<file path="src/rtl/tm8_pkg.sv">
/*
  Shared constants, register map, field positions and state types of the
  8-bit timer block. Assumes a 32-bit AXI4-Lite register bus.
*/
package tm8_pkg;
  localparam int REG_ADDR_W = 8;
  localparam logic [7:0] ADDR_CTRL = 8'h00;
  localparam logic [7:0] ADDR_COUNT = 8'h04;
  localparam logic [7:0] ADDR_COMPARE = 8'h08;
  localparam logic [7:0] ADDR_FLAGS = 8'h0C;
  localparam logic [7:0] ADDR_PIN = 8'h10;

  localparam int CTRL_FORCE_BIT = 7;
  localparam int CTRL_WAVE_LOW_BIT = 6;
  localparam int CTRL_COM_HI = 5;
  localparam int CTRL_COM_LO = 4;
  localparam int CTRL_WAVE_HIGH_BIT = 3;
  localparam int CTRL_CS_HI = 2;
  localparam int CTRL_CS_LO = 0;
  localparam int FLAG_MATCH_BIT = 7;
  localparam int FLAG_OVF_BIT = 6;
  localparam int PIN_DIR_BIT = 0;
  localparam int PIN_PORT_BIT = 1;

  localparam logic [7:0] CTRL_RESET = 8'h00;
  localparam logic [7:0] COUNT_RESET = 8'h00;
  localparam logic [7:0] COMPARE_RESET = 8'h00;
  localparam logic [7:0] COUNT_TOP = 8'hFF;
  localparam logic [7:0] COUNT_BOTTOM = 8'h00;
  localparam logic [7:0] COUNT_STEP = 8'h01;

  localparam logic [1:0] MODE_NORMAL = 2'h0;
  localparam logic [1:0] MODE_PHASE = 2'h1;
  localparam logic [1:0] MODE_CTC = 2'h2;
  localparam logic [1:0] MODE_FAST = 2'h3;

  localparam logic [1:0] COM_OFF = 2'h0;
  localparam logic [1:0] COM_TOGGLE = 2'h1;
  localparam logic [1:0] COM_CLEAR = 2'h2;
  localparam logic [1:0] COM_SET = 2'h3;

  localparam logic [2:0] CS_STOP = 3'h0;
  localparam logic [2:0] CS_DIV1 = 3'h1;
  localparam logic [2:0] CS_DIV8 = 3'h2;
  localparam logic [2:0] CS_DIV32 = 3'h3;
  localparam logic [2:0] CS_DIV256 = 3'h4;
  localparam logic [2:0] CS_DIV1024 = 3'h5;
  localparam logic [2:0] CS_EXT_FALL = 3'h6;
  localparam logic [2:0] CS_EXT_RISE = 3'h7;

  localparam int PRE_W = 10;
  localparam logic [9:0] PRE_STEP = 10'h001;
  localparam logic [9:0] PRE_MASK8 = 10'h007;
  localparam logic [9:0] PRE_MASK32 = 10'h01F;
  localparam logic [9:0] PRE_MASK256 = 10'h0FF;
  localparam logic [9:0] PRE_MASK1024 = 10'h3FF;

  localparam logic [1:0] RESP_OKAY = 2'h0;
  localparam logic [1:0] RESP_SLVERR = 2'h2;

  typedef enum logic {DIR_UP, DIR_DOWN} tm8_dir_e;

  typedef struct packed {
    logic en;
    logic [7:0] addr;
    logic [7:0] data;
  } tm8_wr_s;

  typedef struct packed {
    logic awGot;
    logic wGot;
    logic wLane;
    logic [7:0] awAddr;
    logic [7:0] wData;
    logic bvalid;
    logic [1:0] bresp;
    logic rvalid;
    logic [7:0] rdata;
    logic [1:0] rresp;
  } tm8_bus_state_s;

  typedef struct packed {
    logic [9:0] pre;
    logic [2:0] sync;
    logic level;
  } tm8_tick_state_s;

  typedef struct packed {
    logic waveLow;
    logic waveHigh;
    logic [1:0] comAct;
    logic [2:0] tickSel;
    logic [7:0] count;
    logic [7:0] compareSw;
    logic [7:0] compareBuf;
    logic matchFlag;
    logic ovfFlag;
    tm8_dir_e dir;
    logic waveOut;
    logic blockMatch;
    logic pinDir;
    logic pinPort;
  } tm8_core_state_s;

  function automatic logic addrMapped(input logic [7:0] a);
    return (a == ADDR_CTRL) || (a == ADDR_COUNT) || (a == ADDR_COMPARE) ||
      (a == ADDR_FLAGS) || (a == ADDR_PIN);
  endfunction
endpackage

</file>
<file path="src/rtl/tm8_tick_gen.sv">
/*
  Tick source for the timer: free-running prescaler taps and a filtered
  edge detector on the external count pin. Assumes the pin is asynchronous.
*/
`timescale 1ns/1ps
module tm8_tick_gen (
  input wire logic clk,
  input wire logic srst,
  input wire logic [2:0] tickSourceSel,
  input wire logic extCountPin,
  output logic tick
);
  tm8_pkg::tm8_tick_state_s s_q;
  tm8_pkg::tm8_tick_state_s s_d;
  logic pinChange;

  function automatic logic tapHit(input logic [9:0] p, input logic [9:0] mask);
    return (p & mask) == mask;
  endfunction

  always_comb begin
    s_d = s_q;
    s_d.pre = s_q.pre + tm8_pkg::PRE_STEP;
    s_d.sync = {s_q.sync[1:0], extCountPin};
    // Pin is watched whatever its direction, so software can drive it
    pinChange = (s_q.sync[1] == s_q.sync[2]) && (s_q.sync[2] != s_q.level);
    if (pinChange) begin
      s_d.level = s_q.sync[2];
    end
    case (tickSourceSel)
      tm8_pkg::CS_STOP: tick = 1'b0;
      tm8_pkg::CS_DIV1: tick = 1'b1;
      tm8_pkg::CS_DIV8: tick = tapHit(s_q.pre, tm8_pkg::PRE_MASK8);
      tm8_pkg::CS_DIV32: tick = tapHit(s_q.pre, tm8_pkg::PRE_MASK32);
      tm8_pkg::CS_DIV256: tick = tapHit(s_q.pre, tm8_pkg::PRE_MASK256);
      tm8_pkg::CS_DIV1024: tick = tapHit(s_q.pre, tm8_pkg::PRE_MASK1024);
      tm8_pkg::CS_EXT_FALL: tick = pinChange && !s_q.sync[2];
      tm8_pkg::CS_EXT_RISE: tick = pinChange && s_q.sync[2];
      default: tick = 1'b0;
    endcase
  end

  always_ff @(posedge clk) begin
    if (srst) begin
      s_q <= '0;
    end else begin
      s_q <= s_d;
    end
  end
endmodule

</file>
<file path="src/rtl/tm8_axil_slave.sv">
/*
  AXI4-Lite slave front end: turns bus writes into one-cycle register
  write requests and answers reads from the core's read mux. Assumes
  one outstanding write and one outstanding read.
*/
`timescale 1ns/1ps
module tm8_axil_slave #(
  parameter int ADDR_W = 8
) (
  input wire logic clk,
  input wire logic srst,
  input wire logic awvalid,
  output logic awready,
  input wire logic [ADDR_W-1:0] awaddr,
  input wire logic wvalid,
  output logic wready,
  input wire logic [31:0] wdata,
  input wire logic [3:0] wstrb,
  output logic bvalid,
  input wire logic bready,
  output logic [1:0] bresp,
  input wire logic arvalid,
  output logic arready,
  input wire logic [ADDR_W-1:0] araddr,
  output logic rvalid,
  input wire logic rready,
  output logic [31:0] rdata,
  output logic [1:0] rresp,
  output tm8_pkg::tm8_wr_s wrReq,
  output logic [7:0] rdAddr,
  input wire logic [7:0] rdData
);
  tm8_pkg::tm8_bus_state_s s_q;
  tm8_pkg::tm8_bus_state_s s_d;
  logic fire;

  always_comb begin
    s_d = s_q;
    awready = !s_q.awGot && !s_q.bvalid;
    wready = !s_q.wGot && !s_q.bvalid;
    arready = !s_q.rvalid;
    rdAddr = araddr[7:0];
    if (awvalid && awready) begin
      s_d.awGot = 1'b1;
      s_d.awAddr = awaddr[7:0];
    end
    if (wvalid && wready) begin
      s_d.wGot = 1'b1;
      s_d.wData = wdata[7:0];
      s_d.wLane = wstrb[0];
    end
    fire = s_q.awGot && s_q.wGot && !s_q.bvalid;
    if (fire) begin
      s_d.awGot = 1'b0;
      s_d.wGot = 1'b0;
      s_d.bvalid = 1'b1;
      s_d.bresp = tm8_pkg::addrMapped(s_q.awAddr) ? tm8_pkg::RESP_OKAY : tm8_pkg::RESP_SLVERR;
    end
    if (s_q.bvalid && bready) begin
      s_d.bvalid = 1'b0;
    end
    if (arvalid && arready) begin
      s_d.rvalid = 1'b1;
      s_d.rdata = rdData;
      s_d.rresp = tm8_pkg::addrMapped(rdAddr) ? tm8_pkg::RESP_OKAY : tm8_pkg::RESP_SLVERR;
    end
    if (s_q.rvalid && rready) begin
      s_d.rvalid = 1'b0;
    end
    // Low byte lane carries every register
    wrReq.en = fire && s_q.wLane && tm8_pkg::addrMapped(s_q.awAddr);
    wrReq.addr = s_q.awAddr;
    wrReq.data = s_q.wData;
  end

  assign bvalid = s_q.bvalid;
  assign bresp = s_q.bresp;
  assign rvalid = s_q.rvalid;
  assign rdata = {24'h000000, s_q.rdata};
  assign rresp = s_q.rresp;

  always_ff @(posedge clk) begin
    if (srst) begin
      s_q <= '0;
    end else begin
      s_q <= s_d;
    end
  end
endmodule

</file>
<file path="src/rtl/tm8_timer.sv">
/*
  Top of the 8-bit timer/counter: mode control, counter, compare unit and
  waveform pin logic behind an AXI4-Lite slave. Assumes a single 50 MHz
  clock, synchronous reset, and an external interrupt controller that
  pulses the vector-taken inputs.
*/
// Our own choices: register access over AXI4-Lite and the placing of the registers.
// Functional notes
// - Forced compare acts only in non-PWM modes
// - Force applies compare action from field written with it
// - Force sets no flag, never clears counter
// - Force bit always reads zero
// - Mode bits: high at 3, low at 6
// - Top, compare buffering and overflow point per mode
// - Action field nonzero overrides pin; direction enables
// - Non-PWM: off, toggle, clear, set on match
// - Fast PWM: clear/set on match, opposite at top
// - Phase PWM: up-match and down-match opposite actions
// - PWM compare equal top ignored; top action kept
// - Tick source: stop, 1, 8, 32, 256, 1024
// - Codes 110/111 count external falling/rising edges
// - External pin counts even when driven out
// - Counter readable and writable by software
// - Counter write blocks match on next tick
// - Flags cleared by vector taken or one-write
// - Compare value checked continuously against counter
`timescale 1ns/1ps
module tm8_timer (
  input wire logic clk,
  input wire logic srst,
  input wire logic s_axi_awvalid,
  output logic s_axi_awready,
  input wire logic [7:0] s_axi_awaddr,
  input wire logic s_axi_wvalid,
  output logic s_axi_wready,
  input wire logic [31:0] s_axi_wdata,
  input wire logic [3:0] s_axi_wstrb,
  output logic s_axi_bvalid,
  input wire logic s_axi_bready,
  output logic [1:0] s_axi_bresp,
  input wire logic s_axi_arvalid,
  output logic s_axi_arready,
  input wire logic [7:0] s_axi_araddr,
  output logic s_axi_rvalid,
  input wire logic s_axi_rready,
  output logic [31:0] s_axi_rdata,
  output logic [1:0] s_axi_rresp,
  input wire logic extCountPin,
  input wire logic matchVectorTaken,
  input wire logic overflowVectorTaken,
  output logic waveformOutPin,
  output logic waveformOutOe,
  output logic matchFlag,
  output logic overflowFlag
);
  tm8_pkg::tm8_core_state_s s_q;
  tm8_pkg::tm8_core_state_s s_d;
  tm8_pkg::tm8_wr_s wr;
  logic [7:0] rdAddr;
  logic [7:0] rdData;
  logic tick;
  logic [1:0] mode;
  logic [1:0] newMode;
  logic pwm;
  logic [7:0] cmp;
  logic matchEv;
  logic ignoreMatch;
  logic atTop;
  logic forceHit;

  function automatic logic isPwm(input logic [1:0] m);
    return (m == tm8_pkg::MODE_FAST) || (m == tm8_pkg::MODE_PHASE);
  endfunction

  // Compare action outside PWM, shared by matches and forced compares
  function automatic logic nonPwmAction(input logic [1:0] com, input logic cur);
    case (com)
      tm8_pkg::COM_TOGGLE: return !cur;
      tm8_pkg::COM_CLEAR: return 1'b0;
      tm8_pkg::COM_SET: return 1'b1;
      default: return cur;
    endcase
  endfunction

  tm8_axil_slave #(
    .ADDR_W(tm8_pkg::REG_ADDR_W)
  ) u_bus (
    .clk(clk),
    .srst(srst),
    .awvalid(s_axi_awvalid),
    .awready(s_axi_awready),
    .awaddr(s_axi_awaddr),
    .wvalid(s_axi_wvalid),
    .wready(s_axi_wready),
    .wdata(s_axi_wdata),
    .wstrb(s_axi_wstrb),
    .bvalid(s_axi_bvalid),
    .bready(s_axi_bready),
    .bresp(s_axi_bresp),
    .arvalid(s_axi_arvalid),
    .arready(s_axi_arready),
    .araddr(s_axi_araddr),
    .rvalid(s_axi_rvalid),
    .rready(s_axi_rready),
    .rdata(s_axi_rdata),
    .rresp(s_axi_rresp),
    .wrReq(wr),
    .rdAddr(rdAddr),
    .rdData(rdData)
  );

  tm8_tick_gen u_tick (
    .clk(clk),
    .srst(srst),
    .tickSourceSel(s_q.tickSel),
    .extCountPin(extCountPin),
    .tick(tick)
  );

  always_comb begin
    s_d = s_q;
    mode = {s_q.waveHigh, s_q.waveLow};
    pwm = isPwm(mode);
    newMode = {wr.data[tm8_pkg::CTRL_WAVE_HIGH_BIT], wr.data[tm8_pkg::CTRL_WAVE_LOW_BIT]};
    // Buffered compare in PWM, live value otherwise
    cmp = pwm ? s_q.compareBuf : s_q.compareSw;
    if (!pwm) begin
      s_d.compareBuf = s_q.compareSw;
    end
    ignoreMatch = pwm && (cmp == tm8_pkg::COUNT_TOP) && s_q.comAct[1];
    matchEv = tick && (s_q.count == cmp) && !s_q.blockMatch;
    atTop = tick && (s_q.count == tm8_pkg::COUNT_TOP) && ((mode == tm8_pkg::MODE_FAST) ||
      (mode == tm8_pkg::MODE_PHASE && s_q.dir == tm8_pkg::DIR_UP && ignoreMatch));
    forceHit = wr.en && (wr.addr == tm8_pkg::ADDR_CTRL) &&
      wr.data[tm8_pkg::CTRL_FORCE_BIT] && !isPwm(newMode);

    // Clears first so that a same-cycle set wins
    if (matchVectorTaken || (wr.en && wr.addr == tm8_pkg::ADDR_FLAGS &&
        wr.data[tm8_pkg::FLAG_MATCH_BIT])) begin
      s_d.matchFlag = 1'b0;
    end
    if (overflowVectorTaken || (wr.en && wr.addr == tm8_pkg::ADDR_FLAGS &&
        wr.data[tm8_pkg::FLAG_OVF_BIT])) begin
      s_d.ovfFlag = 1'b0;
    end

    if (tick) begin
      s_d.blockMatch = 1'b0;
      if (matchEv) begin
        s_d.matchFlag = 1'b1;
      end
      case (mode)
        tm8_pkg::MODE_CTC: begin
          if (s_q.count == cmp) begin
            s_d.count = tm8_pkg::COUNT_BOTTOM;
          end else begin
            s_d.count = s_q.count + tm8_pkg::COUNT_STEP;
          end
          if (s_q.count == tm8_pkg::COUNT_TOP) begin
            s_d.ovfFlag = 1'b1;
          end
        end
        tm8_pkg::MODE_PHASE: begin
          if (s_q.dir == tm8_pkg::DIR_UP) begin
            if (s_q.count == tm8_pkg::COUNT_TOP) begin
              s_d.dir = tm8_pkg::DIR_DOWN;
              s_d.count = s_q.count - tm8_pkg::COUNT_STEP;
            end else begin
              s_d.count = s_q.count + tm8_pkg::COUNT_STEP;
            end
          end else begin
            if (s_q.count == tm8_pkg::COUNT_BOTTOM) begin
              s_d.dir = tm8_pkg::DIR_UP;
              s_d.count = s_q.count + tm8_pkg::COUNT_STEP;
              s_d.ovfFlag = 1'b1;
            end else begin
              s_d.count = s_q.count - tm8_pkg::COUNT_STEP;
            end
          end
        end
        default: begin
          s_d.count = s_q.count + tm8_pkg::COUNT_STEP;
          if (s_q.count == tm8_pkg::COUNT_TOP) begin
            s_d.ovfFlag = 1'b1;
          end
        end
      endcase
      // Double-buffered compare loads at top
      if (pwm && s_q.count == tm8_pkg::COUNT_TOP) begin
        s_d.compareBuf = s_q.compareSw;
      end
      if (matchEv && !ignoreMatch) begin
        case (mode)
          tm8_pkg::MODE_FAST: begin
            if (s_q.comAct == tm8_pkg::COM_CLEAR) begin
              s_d.waveOut = 1'b0;
            end else if (s_q.comAct == tm8_pkg::COM_SET) begin
              s_d.waveOut = 1'b1;
            end
          end
          tm8_pkg::MODE_PHASE: begin
            if (s_q.comAct == tm8_pkg::COM_CLEAR) begin
              s_d.waveOut = (s_q.dir == tm8_pkg::DIR_DOWN);
            end else if (s_q.comAct == tm8_pkg::COM_SET) begin
              s_d.waveOut = (s_q.dir == tm8_pkg::DIR_UP);
            end
          end
          default: s_d.waveOut = nonPwmAction(s_q.comAct, s_q.waveOut);
        endcase
      end
      if (atTop) begin
        if (s_q.comAct == tm8_pkg::COM_CLEAR) begin
          s_d.waveOut = 1'b1;
        end else if (s_q.comAct == tm8_pkg::COM_SET) begin
          s_d.waveOut = 1'b0;
        end
      end
    end

    if (wr.en) begin
      case (wr.addr)
        tm8_pkg::ADDR_CTRL: begin
          s_d.waveLow = wr.data[tm8_pkg::CTRL_WAVE_LOW_BIT];
          s_d.waveHigh = wr.data[tm8_pkg::CTRL_WAVE_HIGH_BIT];
          s_d.comAct = wr.data[tm8_pkg::CTRL_COM_HI:tm8_pkg::CTRL_COM_LO];
          s_d.tickSel = wr.data[tm8_pkg::CTRL_CS_HI:tm8_pkg::CTRL_CS_LO];
        end
        tm8_pkg::ADDR_COUNT: begin
          s_d.count = wr.data;
          s_d.blockMatch = 1'b1;
        end
        tm8_pkg::ADDR_COMPARE: s_d.compareSw = wr.data;
        tm8_pkg::ADDR_PIN: begin
          s_d.pinDir = wr.data[tm8_pkg::PIN_DIR_BIT];
          s_d.pinPort = wr.data[tm8_pkg::PIN_PORT_BIT];
        end
        default: s_d = s_d;
      endcase
    end
    // Strobe only; no flag, counter untouched
    if (forceHit) begin
      s_d.waveOut = nonPwmAction(wr.data[tm8_pkg::CTRL_COM_HI:tm8_pkg::CTRL_COM_LO],
        s_d.waveOut);
    end
  end

  always_comb begin
    case (rdAddr)
      tm8_pkg::ADDR_CTRL: rdData = {1'b0, s_q.waveLow, s_q.comAct, s_q.waveHigh,
        s_q.tickSel};
      tm8_pkg::ADDR_COUNT: rdData = s_q.count;
      tm8_pkg::ADDR_COMPARE: rdData = s_q.compareSw;
      tm8_pkg::ADDR_FLAGS: rdData = {s_q.matchFlag, s_q.ovfFlag, 6'h00};
      tm8_pkg::ADDR_PIN: rdData = {6'h00, s_q.pinPort, s_q.pinDir};
      default: rdData = 8'h00;
    endcase
  end

  always_ff @(posedge clk) begin
    if (srst) begin
      s_q <= '0;
      s_q.count <= tm8_pkg::COUNT_RESET;
      s_q.compareSw <= tm8_pkg::COMPARE_RESET;
      s_q.compareBuf <= tm8_pkg::COMPARE_RESET;
    end else begin
      s_q <= s_d;
    end
  end

  // Waveform replaces port value; direction bit alone enables driver
  assign waveformOutPin = (s_q.comAct != tm8_pkg::COM_OFF) ? s_q.waveOut : s_q.pinPort;
  assign waveformOutOe = s_q.pinDir;
  assign matchFlag = s_q.matchFlag;
  assign overflowFlag = s_q.ovfFlag;

  property p_forceNoFlag;
    @(posedge clk) disable iff (srst)
    (forceHit && !tick && !s_q.matchFlag) |=> !s_q.matchFlag;
  endproperty
  a_forceNoFlag: assert property (p_forceNoFlag) else $error("forced compare set flag");

  property p_forceToggle;
    @(posedge clk) disable iff (srst)
    (forceHit && !tick && wr.data[tm8_pkg::CTRL_COM_HI:tm8_pkg::CTRL_COM_LO] ==
      tm8_pkg::COM_TOGGLE) |=> (s_q.waveOut != $past(s_q.waveOut));
  endproperty
  a_forceToggle: assert property (p_forceToggle) else $error("force did not toggle");

  property p_forcePwmNone;
    @(posedge clk) disable iff (srst)
    (wr.en && wr.addr == tm8_pkg::ADDR_CTRL && wr.data[tm8_pkg::CTRL_FORCE_BIT] &&
      isPwm(newMode) && !tick) |=> $stable(s_q.waveOut);
  endproperty
  a_forcePwmNone: assert property (p_forcePwmNone) else $error("force acted in PWM");

  property p_ctrlReadZero;
    @(posedge clk) disable iff (srst)
    (rdAddr == tm8_pkg::ADDR_CTRL) |-> !rdData[tm8_pkg::CTRL_FORCE_BIT];
  endproperty
  a_ctrlReadZero: assert property (p_ctrlReadZero) else $error("force bit read one");

  property p_ctcWrap;
    @(posedge clk) disable iff (srst)
    (tick && mode == tm8_pkg::MODE_CTC && s_q.count == s_q.compareSw && !wr.en)
      |=> (s_q.count == tm8_pkg::COUNT_BOTTOM);
  endproperty
  a_ctcWrap: assert property (p_ctcWrap) else $error("clear on match failed");

  property p_phaseOvf;
    @(posedge clk) disable iff (srst)
    (tick && mode == tm8_pkg::MODE_PHASE && s_q.dir == tm8_pkg::DIR_DOWN &&
      s_q.count == tm8_pkg::COUNT_BOTTOM && !wr.en) |=> s_q.ovfFlag ##1 1'b1;
  endproperty
  a_phaseOvf: assert property (p_phaseOvf) else $error("no overflow at bottom");

  property p_blockMatch;
    @(posedge clk) disable iff (srst)
    (s_q.blockMatch && tick && !s_q.matchFlag)
      |=> !s_q.matchFlag;
  endproperty
  a_blockMatch: assert property (p_blockMatch) else $error("match after count write");

  property p_fastTopSet;
    @(posedge clk) disable iff (srst)
    (tick && mode == tm8_pkg::MODE_FAST && s_q.count == tm8_pkg::COUNT_TOP &&
      s_q.comAct == tm8_pkg::COM_CLEAR && !wr.en) |=> s_q.waveOut;
  endproperty
  a_fastTopSet: assert property (p_fastTopSet) else $error("fast PWM top set missing");

  property p_pinOverride;
    @(posedge clk) disable iff (srst)
    (s_q.comAct != tm8_pkg::COM_OFF) |-> (waveformOutPin == s_q.waveOut);
  endproperty
  a_pinOverride: assert property (p_pinOverride) else $error("pin not overridden");

  c_ovf: cover property (@(posedge clk) disable iff (srst) $rose(s_q.ovfFlag));
  c_match: cover property (@(posedge clk) disable iff (srst) $rose(s_q.matchFlag));
  c_force: cover property (@(posedge clk) disable iff (srst) forceHit);
  c_phaseTurn: cover property (@(posedge clk) disable iff (srst)
    mode == tm8_pkg::MODE_PHASE && $rose(s_q.dir == tm8_pkg::DIR_DOWN));
endmodule

</file>
<file path="config.mk">
export PLATFORM = sky130hd
export DESIGN_NAME = tm8_timer
export DESIGN_NICKNAME = d
export VERILOG_FILES = /design/src/rtl/tm8_pkg.sv /design/src/rtl/tm8_tick_gen.sv /design/src/rtl/tm8_axil_slave.sv /design/src/rtl/tm8_timer.sv
export SDC_FILE = /design/constraint.sdc
export NUM_CORES = 1
export LEC_CHECK = 0
export BUFFER_PORTS_ARGS = -buffer_cell sky130_fd_sc_hd__buf_2
export CAP_MARGIN = 30
export CORE_MARGIN = 2
export CORE_UTILIZATION = 54
export DETAILED_ROUTE_END_ITERATION = 7
export GPL_ROUTABILITY_DRIVEN = 0
export PLACE_DENSITY = 0.8
export SKIP_CTS_REPAIR_TIMING = 1
export SLEW_MARGIN = 20
export SYNTH_ARGS = -nofsm -noshare
export SYNTH_HDL_FRONTEND = slang
export SYNTH_SLANG_ARGS = --single-unit
</file>
<file path="constraint.sdc">
create_clock -name clk -period 3.8 [get_ports clk]
set_clock_uncertainty 0.2 [all_clocks]
set_input_delay 0.19 -clock clk [delete_from_list [all_inputs] [get_ports clk]]
set_output_delay 0.19 -clock clk [all_outputs]
set_load 0.03 [all_outputs]
</file>
==> metrics list <==
- Horizontal die dimension: 96.6 µm
* Final-report hold violation count: 1
* Number of register bits inferred by synthesis: 83
* Sequential area share after synthesis: 0.359
- Setup repair after global routing missed its margin: no
- H-tree lvl count: 3
- Final setup fails: 0
* Detailed placer's ending HPWL: 7.74 mm
- After detailed routing, the total wire length is 11.0 mm.
* Total power density per cell area: 330 nW/µm²
- The clock net in this run drives a total of 83 sinks.
* Post-detailed-placement cell area: 4740 µm²
* DRC violations left: 0
* Tightest slew margin relative to the limit: 0.466
* Most instantiated library cell after synthesis: nand2_1
- The tool flagged a number of max-cap violations equal to 0.
* Setup slack of the critical path after layout: 0.584 ns
* Insertion delay to the later sink of the worst-skew pair: about 0.36 ns
- Routed WL per cell: 14.8 µm
- Prior to clock tree synthesis, the placed netlist has a worst setup slack of 0.702 ns.
- The analysis attributes to cell leakage a power of about 2 nW.
* Area growth from synthesis to layout: 11.6%
- On the critical path, the stage with the largest delay is an instance of a221oi_1.
- CTS placed an instance of clkbuf_8 at the clock tree root.
- During I/O placement, the number of pins put on the boundary was 107.
- Wire length of the first global-routing pass: between 15 and 20 mm
* Achievable clock frequency: 311 MHz
- Peak fanout along the critical path: 11
- Peak ir drop on the vdd network: 0.239 mV
- Dividing the final minimum period by the clock period gives 0.846.
- The via count of the first global-routing pass came to 3632.
- Die Outline Area: 9320 µm²
* NumNets Final: roughly 710
* Leading post-synthesis cells by cell area: dfxtp_1, nand2_1, buf_4
- Before antenna repair, the detailed router went through 5 iterations.
- The initial antenna violation count was 0.
- STA classifies the critical path endpoint as a flop.
- Core Footprint: between 8000 and 9000 µm²
- Delay contributed by the slowest stage of the critical path: 0.63 ns
- Number of enable-type register cells in the synthesized netlist: 0
* Clock transition at the register clock pins on the worst setup and hold paths after CTS: about 0.08 ns
* Dominant register cell in the synthesized netlist: dfxtp_1
- Proportion of layout cells with a drive suffix above 1: 0.136
* Cell family with the largest share of critical-path delay: compound AO/OA/AOI/OAI gates
- Largest net degree at the start of global routing: between 60 and 70
- During synthesis, Yosys emitted a total of 0 warnings.
- Total CTS buffers: 9
- Counting distinct cell types in the post-synthesis netlist gives 64.
- After synthesis, the share of flip-flops with an asynchronous set or reset is 0.
- STA puts the critical path data required time at 3.84 ns.
* Fin Hold WS: -0.0213 ns
- Final standard cell area without fillers: about 5200 µm²
- After technology mapping, the gate count stands at ~590.
- In the synthesized netlist, the cells that appear most often are nand2_1, dfxtp_1, nor2_1.
- Global routing finished with a remaining overflow of 0.
- The average instance in the mapped netlist occupies 7.91 µm².
* Cell Rows: 33
* Worst slew pin tran: 0.800 ns
- 0 antenna diodes ended up in the layout.
- Final worst path period need: 3.22 ns
- Total negative slack for setup checks: 0 ns
* Area of the mapped netlist: ~4600 µm²
- The worst setup path is of the reg2reg kind.
- The number of buffers and inverters on the critical path is 1.
* Setup crit start kind: flop
- The count of final max-slew check failures came to 0.
* Total number of vias: 4258
* Violation count after the first detailed-route iteration: 275
* Count of port buffers added during placement: 53
- The run finished, with violations left.
- CTS tree: built
- Across every metal layer, demand over resource in global routing totals 0.238.
- The final reports fail on hold timing.
- CP Cell Sequence: inv_1, ha_1, nor2_1, o2111ai_1, a221oi_1, a21boi_1, o311ai_0, a31oi_1
* Starting Density: 0.560
- Synth top area share: 0.359
- CTS max path bufs: 2
- Cell type with the highest aggregate area in the netlist: dfxtp_1
* Chip height: about 97 µm
* Post-detailed-route count of antenna-violating nets: 0
- After detailed routing, the number of vias per cell comes to between 5 and 6.
* Hold WC Path Type: in2reg
* CP Data Arrival Time: 3.25 ns
[per-stage QoR]
step	util	power (mW)	cells
global placement	0.573	1.13	703
finish	0.625	1.70	743
CTS	0.595	1.69	719
floorplan	-	1.11	610
detailed placement	0.574	1.14	704
global route	0.625	1.77	743
[worst reg2reg max path, stage by stage (launching register included)]
cell	delay [ns]
dfxtp_1	0.44
inv_1	0.07
ha_1	0.29
nor2_1	0.39
o2111ai_1	0.19
a221oi_1	0.63
a21boi_1	0.37
o311ai_0	0.40
a31oi_1	0.13
[final cells by class]
class                   count  area (µm²)
well taps                 105         131
flip-flops and latches     83        1660
clock buffers              11         141
clock inverters             4        27.5
repair buffers             82         553
inverters                  15        56.3
multi-input cells         443        2590
fillers                   719        3100
[flip-flops by register name, indices dropped and copies added (netlist names), 2 cells and up]
signal	cells
mode	2
s_q	33
u_bus.rdata	8
u_bus.s_q	3
u_bus.wrReq	16
u_tick.s_d	2
u_tick.s_q	12
[kinds of logic (layout without fill, tap and decap cells)]
family / after synthesis / count (layout) / share of synthesized area
other cells: 1 / 26 / 0.000810
simple gates: 242 / 242 / 0.259
buf+inv: 84 / 112 / 0.101
xor+xnor: 14 / 14 / 0.0265
compound gates: 122 / 122 / 0.158
fa+ha+maj: 9 / 9 / 0.0243
mux: 30 / 30 / 0.0708
flops: 83 / 83 / 0.359
[power breakdown]
part           switching (mW)  internal [mW]
combinational           0.128         0.0828
clock                   0.314          0.251
sequential             0.0336          0.893
[path summary, 6_finish.rpt]
path,startpoint,end,slack [ns],cells after the start
hold / removal,s_axi_araddr[5],u_bus.rresp[1]$_SDFFE_PP0P_,-0.02,3
setup reg to reg,mode[1]$_SDFFE_PP0P_,s_q[23]$_SDFF_PP0_,0.58,8
hold reg to reg,u_tick.s_d[2]$_SDFF_PP0_,u_tick.s_d[3]$_SDFF_PP0_,0.24,1
setup / recovery,mode[1]$_SDFFE_PP0P_,s_q[23]$_SDFF_PP0_,0.58,8
[cell usage in the layout (no fill, tap or decap), types with 16 or more instances in the layout]
master and instances:
dfxtp_1 83, conb_1 26, a21oi_1 53, mux2i_1 26
buf_2 53, nand3_1 16, o21ai_0 29, nand2_1 86
nor2_1 54, dlygate4sd3_1 23
[metal layers]
metal	track usage	up-vias	share of wire
li1	-	2069	-
met1	0.312	1972	0.41
met2	0.387	183	0.48
met3	0.0396	34	0.077
met4	0.104	0	0.030
met5	0	-	0
Note: power is estimated with default switching activity, not from simulation.
